--- config.mk ---
export PLATFORM = sky130hd
export DESIGN_NAME = ssr_top
export DESIGN_NICKNAME = d
export VERILOG_FILES = /design/src/core/ssr_pkg.sv /design/src/core/ssr_top.sv
export VERILOG_INCLUDE_DIRS = /design/src /design/src/core
export SDC_FILE = /design/constraint.sdc
export NUM_CORES = 1
export LEC_CHECK = 0
export ABC_AREA = 0
export BUFFER_PORTS_ARGS = -buffer_cell sky130_fd_sc_hd__buf_2
export CORE_ASPECT_RATIO = 0.5
export CORE_UTILIZATION = 40
export CTS_BUF_LIST = sky130_fd_sc_hd__clkbuf_16
export DETAILED_ROUTE_END_ITERATION = 8
export PLACE_DENSITY = 0.72
export REMOVE_ABC_BUFFERS = 1
export SYNTH_ARGS = -nofsm -noshare
export SYNTH_HDL_FRONTEND = slang
export SYNTH_SLANG_ARGS = --single-unit
--- constraint.sdc ---
create_clock -name clk -period 2.2 [get_ports clk]
set_input_delay 0.44 -clock clk [delete_from_list [all_inputs] [get_ports clk]]
set_output_delay 0.44 -clock clk [all_outputs]
set_load 0.1 [all_outputs]
--- src/core/ssr_defs.svh ---
// constants of the clocked serial port: register offsets, bit positions, reset values
// assumes a 32-bit Avalon-MM slave with byte addresses, one aligned word per register
// Behaviour
// - either receive enable starts master reception
// - sample data on falling shift clock edges
// - single-word enable receives one word, stops
// - continuous enable receives until software clears it
// - both enables set behaves as continuous
// - word done sets flag, irq if enabled
// - clearing continuous enable clears receive errors
// - nine-bit select puts ninth bit in status
// - slave mode never drives the shift clock
// - clock source select cleared means slave mode
// - slave shifting runs from external clock edges
// - first written word moves to shift register
// - second word waits, empty flag stays clear
// - after shift out, reload then set flag
// - empty flag with enable raises wake request
// - nine-bit transmit sends preloaded ninth bit
// - holding write with enable starts transmission
// - half duplex, transmit and receive exclude
// - empty flag clears only on holding write
// - clock source set drives the shift clock
`ifndef SSR_DEFS_SVH
`define SSR_DEFS_SVH
// ****************************************************************
// register offsets
// ****************************************************************
`define SSR_OFF_RX_STAT 5'h00
`define SSR_OFF_RX_BUF 5'h04
`define SSR_OFF_TX_STAT 5'h08
`define SSR_OFF_BAUD 5'h0C
`define SSR_OFF_TX_HOLD 5'h10
`define SSR_OFF_IRQ_EN 5'h14
`define SSR_OFF_FLAGS 5'h18
// ****************************************************************
// field positions
// ****************************************************************
`define SSR_RX_PORT_EN 7
`define SSR_RX_NINE 6
`define SSR_RX_SINGLE 5
`define SSR_RX_CONT 4
`define SSR_RX_ADDR_DET 3
`define SSR_TX_CLK_SRC 7
`define SSR_TX_NINE 6
`define SSR_TX_EN 5
`define SSR_TX_CLOCKED 4
`define SSR_TX_HIGH_BAUD 2
`define SSR_TX_NINTH 0
`define SSR_IE_RX 0
`define SSR_IE_TX 1
// ****************************************************************
// reset values and counts
// ****************************************************************
`define SSR_TX_STAT_RESET 8'h02
`define SSR_BITS8 4'h8
`define SSR_BITS9 4'h9
`endif

--- src/core/ssr_pkg.sv ---
// types of the clocked serial port
// assumes ssr_defs.svh for the numbers
`default_nettype none
package ssr_pkg;
  typedef struct packed {
    logic port_enable;
    logic receive_nine_bit_select;
    logic single_word_receive_enable;
    logic continuous_receive_enable;
    logic address_detect_enable;
    logic framing_error_flag;
    logic overrun_error_flag;
    logic receive_ninth_data;
    logic clock_source_select;
    logic transmit_nine_bit_select;
    logic transmit_enable;
    logic clocked_mode_select;
    logic high_baud_select;
    logic transmit_ninth_data;
    logic [7:0] baud_divisor;
    logic [7:0] transmit_holding;
    logic hold_full;
    logic [8:0] transmit_shift_register;
    logic [3:0] tx_cnt;
    logic tx_busy;
    logic [8:0] rx_shift;
    logic [3:0] rx_cnt;
    logic rx_busy;
    logic [7:0] receive_buffer;
    logic receive_done_flag;
    logic transmit_buffer_empty_flag;
    logic receive_irq_enable;
    logic transmit_irq_enable;
    logic [7:0] baud_cnt;
    logic sck;
    logic sck_oe;
    logic dout;
    logic dout_oe;
    logic ck_s1;
    logic ck_s2;
    logic ck_s3;
    logic dt_s1;
    logic dt_s2;
    logic wait_r;
    logic [7:0] rdata;
    logic irq;
  } ssr_state_type;
endpackage : ssr_pkg
`default_nettype wire

--- src/core/ssr_top.sv ---
// clocked half-duplex serial port: master reception, transmission in master or slave mode
// assumes an Avalon-MM master on clk and a peer on the clock and data pins
//
// Local design decisions: the register addresses and register access over Avalon-MM.
`timescale 1ns/1ps
`default_nettype none
`include "ssr_defs.svh"
module ssr_top (
  input wire logic clk,
  input wire logic rst_b,
  input wire logic [4:0] avs_address,
  input wire logic avs_read,
  input wire logic avs_write,
  input wire logic [31:0] avs_writedata,
  input wire logic [3:0] avs_byteenable,
  output logic [31:0] avs_readdata,
  output logic avs_waitrequest,
  input wire logic serial_clock_pin_i,
  output logic serial_clock_pin_o,
  output logic serial_clock_pin_oe,
  input wire logic serial_data_pin_i,
  output logic serial_data_pin_o,
  output logic serial_data_pin_oe,
  output logic irq_wake
);
  import ssr_pkg::*;

  ssr_pkg::ssr_state_type st_r;
  ssr_pkg::ssr_state_type st_nxt;
  logic rd_take;
  logic wr_take;
  logic wr_hold;
  logic active;
  logic term;
  logic sck_fall;
  logic ext_fall;
  logic tx_done;
  logic rx_done;
  logic rx_start;
  logic tx_load;
  logic [3:0] tx_bits;
  logic [3:0] rx_bits;

  // ****************************************************************
  // next state
  // ****************************************************************
  always_comb begin
    st_nxt = st_r;
    rd_take = avs_read && !st_r.wait_r;
    wr_take = avs_write && !st_r.wait_r && avs_byteenable[0];
    wr_hold = wr_take && (avs_address == `SSR_OFF_TX_HOLD);
    active = st_r.port_enable && st_r.clocked_mode_select;
    tx_bits = st_r.transmit_nine_bit_select ? `SSR_BITS9 : `SSR_BITS8;
    rx_bits = st_r.receive_nine_bit_select ? `SSR_BITS9 : `SSR_BITS8;
    term = 1'b0;
    tx_done = 1'b0;
    rx_done = 1'b0;
    // one wait cycle per access, released for the cycle in which the request is taken
    st_nxt.wait_r = !((avs_read || avs_write) && st_r.wait_r);
    if (avs_read && st_r.wait_r) begin
      if (avs_address == `SSR_OFF_RX_STAT) begin
        st_nxt.rdata = {st_r.port_enable, st_r.receive_nine_bit_select,
          st_r.single_word_receive_enable, st_r.continuous_receive_enable,
          st_r.address_detect_enable, st_r.framing_error_flag,
          st_r.overrun_error_flag, st_r.receive_ninth_data};
      end else if (avs_address == `SSR_OFF_RX_BUF) begin
        st_nxt.rdata = st_r.receive_buffer;
      end else if (avs_address == `SSR_OFF_TX_STAT) begin
        st_nxt.rdata = {st_r.clock_source_select, st_r.transmit_nine_bit_select,
          st_r.transmit_enable, st_r.clocked_mode_select, 1'b0, st_r.high_baud_select,
          !st_r.tx_busy, st_r.transmit_ninth_data};
      end else if (avs_address == `SSR_OFF_BAUD) begin
        st_nxt.rdata = st_r.baud_divisor;
      end else if (avs_address == `SSR_OFF_TX_HOLD) begin
        st_nxt.rdata = st_r.transmit_holding;
      end else if (avs_address == `SSR_OFF_IRQ_EN) begin
        st_nxt.rdata = {6'h00, st_r.transmit_irq_enable, st_r.receive_irq_enable};
      end else if (avs_address == `SSR_OFF_FLAGS) begin
        st_nxt.rdata = {6'h00, st_r.transmit_buffer_empty_flag, st_r.receive_done_flag};
      end else begin
        st_nxt.rdata = 8'h00;
      end
    end
    // register writes
    if (wr_take) begin
      if (avs_address == `SSR_OFF_RX_STAT) begin
        st_nxt.port_enable = avs_writedata[`SSR_RX_PORT_EN];
        st_nxt.receive_nine_bit_select = avs_writedata[`SSR_RX_NINE];
        st_nxt.single_word_receive_enable = avs_writedata[`SSR_RX_SINGLE];
        st_nxt.continuous_receive_enable = avs_writedata[`SSR_RX_CONT];
        st_nxt.address_detect_enable = avs_writedata[`SSR_RX_ADDR_DET];
      end else if (avs_address == `SSR_OFF_TX_STAT) begin
        st_nxt.clock_source_select = avs_writedata[`SSR_TX_CLK_SRC];
        st_nxt.transmit_nine_bit_select = avs_writedata[`SSR_TX_NINE];
        st_nxt.transmit_enable = avs_writedata[`SSR_TX_EN];
        st_nxt.clocked_mode_select = avs_writedata[`SSR_TX_CLOCKED];
        st_nxt.high_baud_select = avs_writedata[`SSR_TX_HIGH_BAUD];
        st_nxt.transmit_ninth_data = avs_writedata[`SSR_TX_NINTH];
      end else if (avs_address == `SSR_OFF_BAUD) begin
        st_nxt.baud_divisor = avs_writedata[7:0];
      end else if (avs_address == `SSR_OFF_TX_HOLD) begin
        st_nxt.transmit_holding = avs_writedata[7:0];
        st_nxt.hold_full = 1'b1;
        st_nxt.transmit_buffer_empty_flag = 1'b0;
      end else if (avs_address == `SSR_OFF_IRQ_EN) begin
        st_nxt.receive_irq_enable = avs_writedata[`SSR_IE_RX];
        st_nxt.transmit_irq_enable = avs_writedata[`SSR_IE_TX];
      end
    end
    if (rd_take && (avs_address == `SSR_OFF_RX_BUF)) begin
      st_nxt.receive_done_flag = 1'b0;
    end
    // ****************************************************************
    // pin synchronisers
    // ****************************************************************
    st_nxt.ck_s1 = serial_clock_pin_i;
    st_nxt.ck_s2 = st_r.ck_s1;
    st_nxt.ck_s3 = st_r.ck_s2;
    st_nxt.dt_s1 = serial_data_pin_i;
    st_nxt.dt_s2 = st_r.dt_s1;
    ext_fall = st_r.ck_s3 && !st_r.ck_s2;
    // ****************************************************************
    // master shift clock: toggles every divisor+1 cycles, low when idle
    // ****************************************************************
    if (active && st_r.clock_source_select && (st_r.tx_busy || st_r.rx_busy)) begin
      if (st_r.baud_cnt == st_r.baud_divisor) begin
        st_nxt.baud_cnt = 8'h00;
        st_nxt.sck = !st_r.sck;
        term = 1'b1;
      end else begin
        st_nxt.baud_cnt = st_r.baud_cnt + 8'h01;
      end
    end else begin
      st_nxt.baud_cnt = 8'h00;
      st_nxt.sck = 1'b0;
    end
    // slave mode uses only the synchronised external edges
    sck_fall = st_r.clock_source_select ? (term && st_r.sck) : ext_fall;
    // ****************************************************************
    // transmitter
    // ****************************************************************
    if (st_r.tx_busy && sck_fall) begin
      if (st_r.tx_cnt == tx_bits - 4'h1) begin
        st_nxt.tx_busy = 1'b0;
        tx_done = 1'b1;
      end else begin
        st_nxt.tx_cnt = st_r.tx_cnt + 4'h1;
        st_nxt.transmit_shift_register = {1'b0, st_r.transmit_shift_register[8:1]};
        st_nxt.dout = st_r.transmit_shift_register[1];
      end
    end
    if (!active || !st_r.transmit_enable) begin
      st_nxt.tx_busy = 1'b0;
    end
    // a write in the same cycle holds the move off by one cycle; the waiting word is overwritten
    tx_load = !st_nxt.tx_busy && st_r.hold_full && st_r.transmit_enable && active &&
      !st_r.rx_busy && !st_r.single_word_receive_enable &&
      !st_r.continuous_receive_enable && !wr_hold;
    if (tx_load) begin
      st_nxt.transmit_shift_register = {st_r.transmit_ninth_data, st_r.transmit_holding};
      st_nxt.tx_busy = 1'b1;
      st_nxt.tx_cnt = 4'h0;
      st_nxt.dout = st_r.transmit_holding[0];
      st_nxt.hold_full = 1'b0;
    end
    if (st_r.transmit_enable && !st_nxt.hold_full && !wr_hold) begin
      st_nxt.transmit_buffer_empty_flag = 1'b1;
    end
    // ****************************************************************
    // master receiver
    // ****************************************************************
    rx_start = active && st_r.clock_source_select && !st_r.rx_busy && !st_r.tx_busy &&
      !tx_load && (st_r.single_word_receive_enable || st_r.continuous_receive_enable);
    if (rx_start) begin
      st_nxt.rx_busy = 1'b1;
      st_nxt.rx_cnt = 4'h0;
    end
    if (st_r.rx_busy && sck_fall) begin
      st_nxt.rx_shift = {st_r.dt_s2, st_r.rx_shift[8:1]};
      if (st_r.rx_cnt == rx_bits - 4'h1) begin
        rx_done = 1'b1;
        st_nxt.rx_cnt = 4'h0;
        if (st_r.receive_done_flag && !(rd_take && (avs_address == `SSR_OFF_RX_BUF))) begin
          st_nxt.overrun_error_flag = 1'b1;
        end else begin
          st_nxt.receive_buffer = st_r.receive_nine_bit_select ? st_nxt.rx_shift[7:0] :
            st_nxt.rx_shift[8:1];
          st_nxt.receive_ninth_data = st_r.receive_nine_bit_select && st_r.dt_s2;
          st_nxt.receive_done_flag = 1'b1;
        end
        if (!st_r.continuous_receive_enable) begin
          st_nxt.single_word_receive_enable = 1'b0;
          st_nxt.rx_busy = 1'b0;
        end
      end else begin
        st_nxt.rx_cnt = st_r.rx_cnt + 4'h1;
      end
    end
    if (!active || !st_r.clock_source_select ||
        !(st_nxt.single_word_receive_enable || st_nxt.continuous_receive_enable)) begin
      st_nxt.rx_busy = 1'b0;
    end
    if (!st_nxt.continuous_receive_enable) begin
      st_nxt.overrun_error_flag = 1'b0;
      st_nxt.framing_error_flag = 1'b0;
    end
    // ****************************************************************
    // pins and wake request
    // ****************************************************************
    st_nxt.sck_oe = active && st_nxt.clock_source_select;
    st_nxt.dout_oe = st_nxt.tx_busy;
    st_nxt.irq = (st_nxt.receive_done_flag && st_nxt.receive_irq_enable) ||
      (st_nxt.transmit_buffer_empty_flag && st_nxt.transmit_irq_enable);
  end

  always_ff @(posedge clk) begin
    if (!rst_b) begin
      st_r <= '0;
      st_r.wait_r <= 1'b1;
    end else begin
      st_r <= st_nxt;
    end
  end

  assign avs_readdata = {24'h000000, st_r.rdata};
  assign avs_waitrequest = st_r.wait_r;
  assign serial_clock_pin_o = st_r.sck;
  assign serial_clock_pin_oe = st_r.sck_oe;
  assign serial_data_pin_o = st_r.dout;
  assign serial_data_pin_oe = st_r.dout_oe;
  assign irq_wake = st_r.irq;

  // ****************************************************************
  // assertions
  // ****************************************************************
  a_rx_start: assert property (@(posedge clk) disable iff (!rst_b)
    rx_start |=> st_r.rx_busy) else $error("reception did not start");
  a_rx_sample_fall: assert property (@(posedge clk) disable iff (!rst_b)
    (st_r.rx_busy && sck_fall) |=> (st_r.rx_shift[8] == $past(st_r.dt_s2)))
    else $error("data not sampled on falling edge");
  a_single_stops: assert property (@(posedge clk) disable iff (!rst_b)
    (rx_done && !st_r.continuous_receive_enable) |=>
    (!st_r.rx_busy && !st_r.single_word_receive_enable))
    else $error("single word reception kept running");
  a_cont_keeps: assert property (@(posedge clk) disable iff (!rst_b)
    (rx_done && st_r.continuous_receive_enable && !wr_take) |=> st_r.rx_busy)
    else $error("continuous reception stopped");
  // flag and wake request are registered on the same edge
  a_rx_flag_irq: assert property (@(posedge clk) disable iff (!rst_b)
    (rx_done && !st_r.receive_done_flag && st_r.receive_irq_enable && !wr_take)
    |=> (st_r.receive_done_flag && irq_wake)) else $error("receive flag or irq missing");
  a_err_clear: assert property (@(posedge clk) disable iff (!rst_b)
    !st_r.continuous_receive_enable |-> !st_r.overrun_error_flag)
    else $error("error kept without continuous enable");
  a_ninth_bit: assert property (@(posedge clk) disable iff (!rst_b)
    (rx_done && st_r.receive_nine_bit_select && !st_r.receive_done_flag) |=>
    (st_r.receive_ninth_data == $past(st_r.dt_s2))) else $error("ninth bit wrong");
  // same cycle: the enable follows the registered source bit, a write may turn it on later
  a_slave_no_clk: assert property (@(posedge clk) disable iff (!rst_b)
    !st_r.clock_source_select |-> !serial_clock_pin_oe)
    else $error("slave drives the clock");
  a_master_idle_low: assert property (@(posedge clk) disable iff (!rst_b)
    (!st_r.tx_busy && !st_r.rx_busy) |=> !serial_clock_pin_o)
    else $error("clock not idle low");
  a_slave_shift: assert property (@(posedge clk) disable iff (!rst_b)
    (!st_r.clock_source_select && st_r.tx_busy && ext_fall && active && st_r.transmit_enable)
    |=> (st_r.tx_cnt != $past(st_r.tx_cnt)) || !st_r.tx_busy || tx_load)
    else $error("slave shift missed an edge");
  a_tx_start: assert property (@(posedge clk) disable iff (!rst_b)
    tx_load |=> (st_r.tx_busy && !st_r.hold_full && serial_data_pin_oe))
    else $error("holding word not moved");
  a_transmit_buffer_empty_flag_wait: assert property (@(posedge clk) disable iff (!rst_b)
    (st_r.tx_busy && st_r.hold_full) |-> !st_r.transmit_buffer_empty_flag)
    else $error("empty flag set with word waiting");
  a_tx_reload: assert property (@(posedge clk) disable iff (!rst_b)
    (tx_done && st_r.hold_full && !wr_hold && st_r.transmit_enable && !rx_start) |=>
    (st_r.tx_busy && st_r.transmit_buffer_empty_flag)) else $error("reload failed");
  a_half_duplex: assert property (@(posedge clk) disable iff (!rst_b)
    !(st_r.tx_busy && st_r.rx_busy)) else $error("transmit and receive overlap");
  a_transmit_buffer_empty_flag_write: assert property (@(posedge clk) disable iff (!rst_b)
    wr_hold |=> !st_r.transmit_buffer_empty_flag) else $error("write left flag set");
  c_single_word: cover property (@(posedge clk) disable iff (!rst_b)
    rx_done && !st_r.continuous_receive_enable);
  c_back_to_back: cover property (@(posedge clk) disable iff (!rst_b)
    tx_done && st_r.hold_full);
  c_overrun: cover property (@(posedge clk) disable iff (!rst_b)
    $rose(st_r.overrun_error_flag));
  c_slave_tx: cover property (@(posedge clk) disable iff (!rst_b)
    tx_done && !st_r.clock_source_select);
endmodule : ssr_top
`default_nettype wire

Word-level counts from Yosys, hierarchy flattened --
Cells that the tools add are included.
Word-level totals: bits in writable memories 0, bits in read-only memories 0, latch bits 0, register bits 96, memories kept 0, word-level logic and storage cells 182
Operators by class: equality and inequality tests 10, order comparisons 0, $add $sub $neg 5, shift-type cells 0, bitwise gates (word level) 7, reduce and logical (&&, ||, !) cells 73, div/mod/pow operators 0, mux-type cells 48, $mul 0
Operators with widths (count):
- two-way mux 8 bit | 7
- two-way mux 23 bit | 2
- logical AND 1 bit | 32
- two-way mux 14 bit | 2
- two-way mux 9 bit | 3
- two-way mux 3 bit | 6
- logical NOT 1 bit | 17
- two-way mux 1 bit | 17
- two-way mux 17 bit | 1
- == test 5 bit (second input constant) | 3
- two-way mux 15 bit | 1
- two-way mux 13 bit | 1
- == test 5 x 4 -> 1 bit (second input constant) | 2
- two-way mux 10 bit | 1
- AND reduction 2 bit | 5
- AND reduction 3 bit | 3
- adder 4 x 1 -> 4 bit (second input constant) | 2
- adder 8 x 1 -> 8 bit (second input constant) | 1
- == test 4 bit | 2
- == test 8 bit | 1
- logical OR 1 bit | 8
- two-way mux 2 bit | 4
- subtractor 4 x 1 -> 4 bit (second input constant) | 2
- inverter 1 bit | 7
- 11 further kinds | 13

Depth between registers and ports, before layout --
Gate-level depths: netlist (run 1).
depth in word-level cells 26, gate-level depth with buffers 8

Least setup slack after synthesis (run 1) --
No wires, ideal clock.
path type register to register, start reg serial_data_pin_oe (netlist name), end reg st_r (netlist bit serial_data_pin_o), required time 2.129 ns, library setup time 0.071 ns, slack -0.268 ns, buffers on the path 1, stages on the path, launching flop included 8, arrival time 2.398 ns, cells stage by stage dfxtp_1 -> or2_2 -> nand3_1 -> nor3_4 -> o211ai_1 -> buf_4 -> mux2i_1 -> a21oi_1
RTL lines:
- end signal, assigned | RTL line ssr_top.sv:221 | st_r <= st_nxt;
- end, declared | RTL line ssr_top.sv:28 | ssr_pkg::ssr_state_type st_r;

Final worst setup path (run 1) --
start reg st_r[20] (netlist bit), end reg st_r[39] (netlist bit)
Between the ends: cells in the longest elaborated chain, start to end 23, elaborated cells between the ends (all ways) 29, those cells by class eq/ne: 1; mux: 10; reduce/logical: 18
Ends and longest elaborated chain:
- == test 8 bit * | RTL line ssr_top.sv:126 | if (st_r.baud_cnt == st_r.baud_divisor) begin
- two-way mux 1 bit * | RTL line ssr_top.sv:126
- two-way mux 1 bit * | RTL line ssr_top.sv:125 | if (active && st_r.clock_source_select && (st_r.tx_busy || st_r.rx_busy)) begin
- logical AND 1 bit * | RTL line ssr_top.sv:138 | sck_fall = st_r.clock_source_select ? (term && st_r.sck) : ext_fall;
- two-way mux 1 bit * | RTL line ssr_top.sv:138
- logical AND 1 bit | RTL line ssr_top.sv:142 | if (st_r.tx_busy && sck_fall) begin
- two-way mux 14 bit | RTL line ssr_top.sv:142
- two-way mux 1 bit | RTL line ssr_top.sv:152 | if (!active || !st_r.transmit_enable) begin
- [... 7 more ...]
- logical AND 1 bit | RTL line ssr_top.sv:158 | !st_r.continuous_receive_enable && !wr_hold;
- logical NOT 1 bit | RTL line ssr_top.sv:173 | !tx_load && (st_r.single_word_receive_enable || st_r.continuous_receive_enable);
- logical AND 1 bit | RTL line ssr_top.sv:172 | rx_start = active && st_r.clock_source_select && !st_r.rx_busy && !st_r.tx_busy &&
- logical AND 1 bit | RTL line ssr_top.sv:173
- two-way mux 5 bit | RTL line ssr_top.sv:174 | if (rx_start) begin
- two-way mux 1 bit | RTL line ssr_top.sv:191 | if (!st_r.continuous_receive_enable) begin
- two-way mux 10 bit | RTL line ssr_top.sv:180 | if (st_r.rx_cnt == rx_bits - 4'h1) begin
- two-way mux 14 bit | RTL line ssr_top.sv:178 | if (st_r.rx_busy && sck_fall) begin
Mark *: on every way between the ends. The rest lies on a longest branch, timed or not. The select of a mux whose other input is x is not followed. A chain may end at the register's enable or synchronous reset.

==> results of run 1 <==
## per-layer routing
| layer | vias up | share of wire [%] | GRT usage, % |
|---|---|---|---|
| met5 | - | 0 | 0 |
| met4 | 0 | 2.3 | 8.40 |
| met3 | 16 | 3.6 | 4.67 |
| met2 | 69 | 45 | 27.2 |
| met1 | 1635 | 49 | 23.7 |
| li1 | 1755 | - | - |
## final timing paths
check	slack [ns]	start	to
worst max register to register	0.15	st_r[20]$_SDFF_PP0_	st_r[39]$_SDFF_PP0_
worst max-delay path	0.15	st_r[20]$_SDFF_PP0_	st_r[39]$_SDFF_PP0_
worst min register to register	0.44	st_nxt[10]$_SDFF_PN0_	st_r[10]$_SDFF_PN0_
worst min-delay path	0.30	serial_clock_pin_i	st_nxt[13]$_SDFF_PN0_
## report_power, final
| part | internal [mW] | total, mW | switching [mW] |
|---|---|---|---|
| sequential | 1.72 | 1.72 | 0.00852 |
| combinational | 0.0538 | 0.393 | 0.340 |
| clock | 0.738 | 1.36 | 0.618 |
## cell usage after synthesis, types with 2 or more instances
| cell | instances |
|---|---|
| nand2b_1 | 3 |
| buf_4 | 35 |
| ha_1 | 3 |
| mux2i_1 | 51 |
| a221oi_1 | 4 |
| nor4b_1 | 2 |
| o211ai_1 | 4 |
| a21oi_1 | 29 |
| and2_1 | 9 |
| nand4_1 | 5 |
| a22oi_1 | 7 |
| o21a_1 | 3 |
| o21ai_0 | 17 |
| buf_2 | 7 |
| clkbuf_1 | 14 |
| nand4b_1 | 2 |
| and3_1 | 8 |
| nor2b_1 | 4 |
| xnor2_1 | 11 |
| a31oi_1 | 3 |
| nor3_4 | 2 |
| or2_2 | 3 |
| o31ai_1 | 16 |
| inv_1 | 3 |
| nor2_1 | 60 |
| dfxtp_1 | 94 |
| o2111ai_1 | 4 |
| nand3_1 | 27 |
| nand2_1 | 22 |
| o21ai_1 | 3 |
| xor2_1 | 7 |
| o22ai_1 | 2 |
## sequential cells by signal, summed over array words and instances (netlist names)
| name | count |
|---|---|
| irq_wake | 1 |
| st_nxt | 3 |
| serial_data_pin_oe | 1 |
| serial_clock_pin_oe | 1 |
| avs_readdata | 8 |
| serial_clock_pin_o | 1 |
| st_r | 77 |
| serial_data_pin_o | 1 |
| avs_waitrequest | 1 |
## metrics by stage
step,area (sq um),instances
6_report,4940,665
5_1_grt,4940,665
4_1_cts,4940,665
3_5_place_dp,4690,650
3_3_place_gp,4690,650
2_1_floorplan,4170,454
## cell families (layout without fill, tap and decap cells)
kind of cell,after synthesis,count (layout)
and+or+nand+nor,159,159
AOI/OAI and AO/OA,101,101
DFF,94,94
buffers and inverters,62,75
muxes,51,51
xor gates and xnor gates,18,18
adders and majority gates,3,3
other,1,24
## critical path, stage by stage (launching register included)
cell and delay, ns:
dfxtp_1 0.42, xnor2_1 0.15, nand4_1 0.23, nor3_4 0.48, o21ai_0 0.31, o221a_2 0.35
## area by class of cell
cell class,instances,area (sq um),area share [%]
clock inverter,6,25.0,0.506
inverter,4,15.0,0.304
clock buffer,9,225,4.55
timing repair buffer,56,338,6.83
sequential,94,1880,38.1
multi-input combinational,356,2280,46.2
tap,140,175,3.54
==> results.py, run 1 <==
metrics = {
    "sta": {
        "tightest_slew_ns": 0.583,
        "grt_setup_unrepaired": "yes",
        "finalHoldViolCount": 0,
        "holdWs_ns": 0.300,
        "fin_setup_tns_ns": 0,
        "fin_crit_ns": 2.05,
        "slew_headroom_pct": 60.7,
        "fmax_ghz": 0.489,
        "finalSetupViolations": 0,
        "layout_setup_ws_ns": 0.155,
        "finalMaxSlewViolations": 0,
        "period_share_pct": 93.0,
        "fin_skew_ns": 0.00656,
    },
    "synthesis": {
        "synth_cells": 489,
        "ys.warnings.count": 0,
        "synth_top_family_by_area": "simple AND/OR/NAND/NOR gates",
        "synthArstFlopShare_pct": 0,
        "ys_seq_area_share_pct": 42.3,
        "synth_fa_ha_area_share_pct": 0.843,
        "synth_compound_area_share_pct": 14.8,
        "synth_area_sq_mm": 0.00445,
        "synth_seq_cells": 94,
        "synth_mux_area_share_pct": 11.5,
        "synth.largest_area_cell": "dfxtp_1",
        "synth_edf_count": 0,
        "synth_top_area_share_pct": 42.3,
        "synthXorXnorAreaFrac_pct": 3.54,
        "yosysUniqueCellTypes": 57,
        "synth_area_leaders": "dfxtp_1 (42%), mux2i_1 (11%), buf_4 (5.9%)",
        "synth_flop_cell": "dfxtp_1",
        "syn_avg_cell_area_sq_um": 9.10,
        "synth_simple_gate_area_share_pct": 18.4,
    },
    "min_path": {
        "holdCritPathClass": "input pin to register",
        "min_delay_path_depth": 2,
    },
    "floorplan": {
        "coreArea_sq_mm": 0.0105,
        "dieArea_sq_mm": 0.0116,
        "initial_core_util_pct": 42.4,
        "num_rows": 26,
        "io_pins": 85,
        "die_h_um": 76.6,
        "die_w_um": 151,
    },
    "route": {
        "wl_per_cell_um": 14.6,
        "vias": 3475,
        "firstDrtPassIters": 4,
        "wl_mm": 9.72,
        "viasPerCell": 5.23,
        "postRouteAntennaNets": 0,
        "remaining_drc_errors": 0,
        "drtIter0Drc": 207,
    },
    "place": {
        "port-buffer-count": 33,
        "dp_slack_ns": 0.119,
        "hpwlAfterDp_mm": 7.13,
        "gp_congestion": 0.818,
    },
    "job": {
        "maxCapViolations": 0,
    },
    "clock_tree": {
        "cts_resized": 0,
        "tritoncts": "yes",
        "clockBufferDepth": 2,
        "root_buffer": "clkbuf_16",
        "cts_buffers": 9,
        "htree_levels": 3,
        "cts-hold-fix-buffers": 0,
        "cts_setup_buffers": 0,
        "path_clk_slew_ns": 0.06,
        "cts.sinks": 94,
        "clk-insertion-delay-late_ns": 0.35,
    },
    "global_route": {
        "grt_use_total_pct": 18.0,
        "grt_pass1_wl_mm": 16.1,
        "overflow": 0,
        "grt_pass1_vias": 3263,
        "grt_max_degree": 29,
        "antenna_found_initial": 0,
    },
    "power": {
        "power_density_mw_per_mm2": 703,
        "power_mw": 3.47,
        "ir_drop_v": 0.000378,
        "power_leakage_nw": 2.14,
    },
    "setup_path": {
        "path_class": "register to register",
        "worst_ep_required_time_ns": 2.44,
        "r2r_cells": 5,
        "arrival_ns": 2.29,
        "end_kind": "register",
        "cp_max_fo": 8,
        "crit_path_start_kind": "register",
    },
    "final_layout": {
        "drive_gt1_share_pct": 15.6,
        "fillers": 1027,
        "final_common_cell": "dfxtp_1",
        "post-route-util_pct": 47.1,
        "area_delta_synth_final_pct": 11.1,
        "insertedDiodeCount": 0,
        "layout_common_cells": "dfxtp_1 (94), nor2_1 (60), mux2i_1 (51)",
        "nNetsFinal": 571,
    },
    "status": {
        "status": "finished clean",
    },
}
Note: power is estimated with default switching activity, not from simulation.
==> inputs of run 2 (changes only) <==
--- a/config.mk
+++ b/config.mk
@@ -9,10 +9,10 @@
 export ABC_AREA = 0
 export BUFFER_PORTS_ARGS = -buffer_cell sky130_fd_sc_hd__buf_2
 export CORE_ASPECT_RATIO = 0.5
-export CORE_UTILIZATION = 40
+export CORE_UTILIZATION = 55
 export CTS_BUF_LIST = sky130_fd_sc_hd__clkbuf_16
 export DETAILED_ROUTE_END_ITERATION = 8
-export PLACE_DENSITY = 0.72
+export PLACE_DENSITY = 0.9
 export REMOVE_ABC_BUFFERS = 1
 export SYNTH_ARGS = -nofsm -noshare
 export SYNTH_HDL_FRONTEND = slang
==> results.py, run 2 (synthesized netlist as in run 1, its figures left out) <==
metrics = {
    "final_layout": {
        "final_common_cell": "dfxtp_1",
        "insertedDiodeCount": 0,
        "design_area_sq_mm": 0.00501,
        "drive_gt1_share_pct": 16.4,
        "layout_common_cells": "dfxtp_1 (94), nor2_1 (60), mux2i_1 (51)",
        "stdcell_count": 632,
        "regMostFlops": "st_r",
        "area_delta_synth_final_pct": 12.6,
        "nNetsFinal": 569,
        "largest_reg_flops": 77,
        "fillers": 523,
    },
    "place": {
        "placedCellCount": 615,
        "gp_congestion": 0.905,
        "port-buffer-count": 33,
        "hpwlAfterDp_mm": 6.99,
        "place_area_sq_mm": 0.00462,
    },
    "floorplan": {
        "die_w_um": 129,
        "num_rows": 22,
        "io_pins": 85,
        "coreArea_sq_mm": 0.00757,
        "initial_core_util_pct": 58.8,
        "dieArea_sq_mm": 0.00848,
        "die_h_um": 65.6,
    },
    "clock_tree": {
        "cts.sinks": 94,
        "clockBufferDepth": 2,
        "tritoncts": "yes",
        "root_buffer": "clkbuf_16",
        "cts-hold-fix-buffers": 0,
        "path_clk_slew_ns": 0.06,
        "cts_buffers": 9,
        "clk-insertion-delay-late_ns": 0.35,
        "htree_levels": 3,
    },
    "sta": {
        "tightest_slew_ns": 0.685,
        "finalHoldViolCount": 0,
        "period_share_pct": 93.4,
        "fmax_ghz": 0.487,
        "fin_skew_ns": 0.00796,
        "finalMaxSlewViolations": 0,
        "fin_crit_ns": 2.05,
        "grt_setup_unrepaired": "no",
        "slew_headroom_pct": 54.2,
        "finalSetupViolations": 0,
    },
    "route": {
        "wl_mm": 10.6,
        "drtIter0Drc": 498,
        "wl_per_cell_um": 16.8,
        "viasPerCell": 6.01,
        "vias": 3799,
        "remaining_drc_errors": 0,
        "postRouteAntennaNets": 0,
        "firstDrtPassIters": 6,
    },
    "status": {
        "status": "finished clean",
    },
    "setup_path": {
        "end_kind": "register",
        "crit_family": "simple AND/OR/NAND/NOR gates",
        "worst_ep_required_time_ns": 2.48,
        "path_buf_inv": 1,
        "path_depth": 7,
        "cp_common_cell": "a21oi_1",
        "crit_path_start_kind": "register",
        "worstPathCellList": "xnor2_1 > nand4_1 > nor2_1 > a21oi_1 > buf_4 > or2_2 > a21oi_1",
        "path_class": "register to register",
        "critPathSlowestCell": "dfxtp_1",
        "cpPeakStageDelay_ns": 0.44,
        "r2r_cells": 7,
        "cp_max_fo": 12,
        "arrival_ns": 2.33,
    },
    "power": {
        "power_mw": 3.99,
        "power_leakage_nw": 2.17,
        "power_density_mw_per_mm2": 796,
        "ir_drop_v": 0.000530,
    },
    "global_route": {
        "grt_max_degree": 29,
        "overflow": 0,
        "grt_use_total_pct": 26.5,
        "grt_pass1_vias": 3562,
        "grt_pass1_wl_mm": 17.2,
        "antenna_found_initial": 0,
    },
    "job": {
        "maxCapViolations": 0,
    },
    "min_path": {
        "min_delay_path_depth": 2,
        "holdCritPathClass": "input pin to register",
    },
}
-- run 2: per-layer routing --
| layer | wire (um) | global-route usage [%] |
|---|---|---|
| met1 | 4430 | 32.2 |
| met2 | 5110 | 44.8 |
| met3 | 794 | 6.27 |
| met4 | 300 | 12.6 |
| met5 | 0 | 0 |
-- run 2: final timing paths --
check	from	to	slack (ns)
setup / recovery	st_r[21]$_SDFF_PP0_	st_r[62]$_SDFFE_PN0P_	0.15
hold / removal	serial_clock_pin_i	st_nxt[13]$_SDFF_PN0_	0.30
setup reg to reg	st_r[21]$_SDFF_PP0_	st_r[62]$_SDFFE_PN0P_	0.15
hold reg to reg	st_nxt[13]$_SDFF_PN0_	st_nxt[12]$_SDFF_PN0_	0.44
-- run 2: repair_timing --
item                       CTS  global route
setup endpoints to repair    0            23
resized for setup            0             3
buffers inserted             0             1
-- run 2: area by class of cell --
type / count / area (sq um) / area share [%]
Clock buffer: 9 / 225 / 4.49
Clock inverter: 7 / 136 / 2.72
Inverter: 4 / 15.0 / 0.299
Multi-Input combinational cell: 356 / 2290 / 45.6
Sequential cell: 94 / 1880 / 37.5
Tap cell: 108 / 135 / 2.69
Timing Repair Buffer: 54 / 335 / 6.69
-- run 2: power breakdown --
group | total, mW | internal (mW) | switching [mW]
registers | 1.72 | 1.72 | 0.00824
logic | 0.397 | 0.0538 | 0.344
clock network | 1.87 | 1.22 | 0.654
total | 3.99 | 2.99 | 1.01
-- run 2: metrics by stage --
stage               utilization (%)  setup TNS (ns)  setup slack, ns  hold WS (ns)
floorplan                         -          -11.12           -0.466         0.412
global route                   66.2               0          0.00301         0.298
global placement               61.1               0            0.102         0.414
finish                         66.2               0            0.146         0.296
detailed placement             61.1               0          0.00433         0.420
CTS                            65.9               0            0.110         0.299
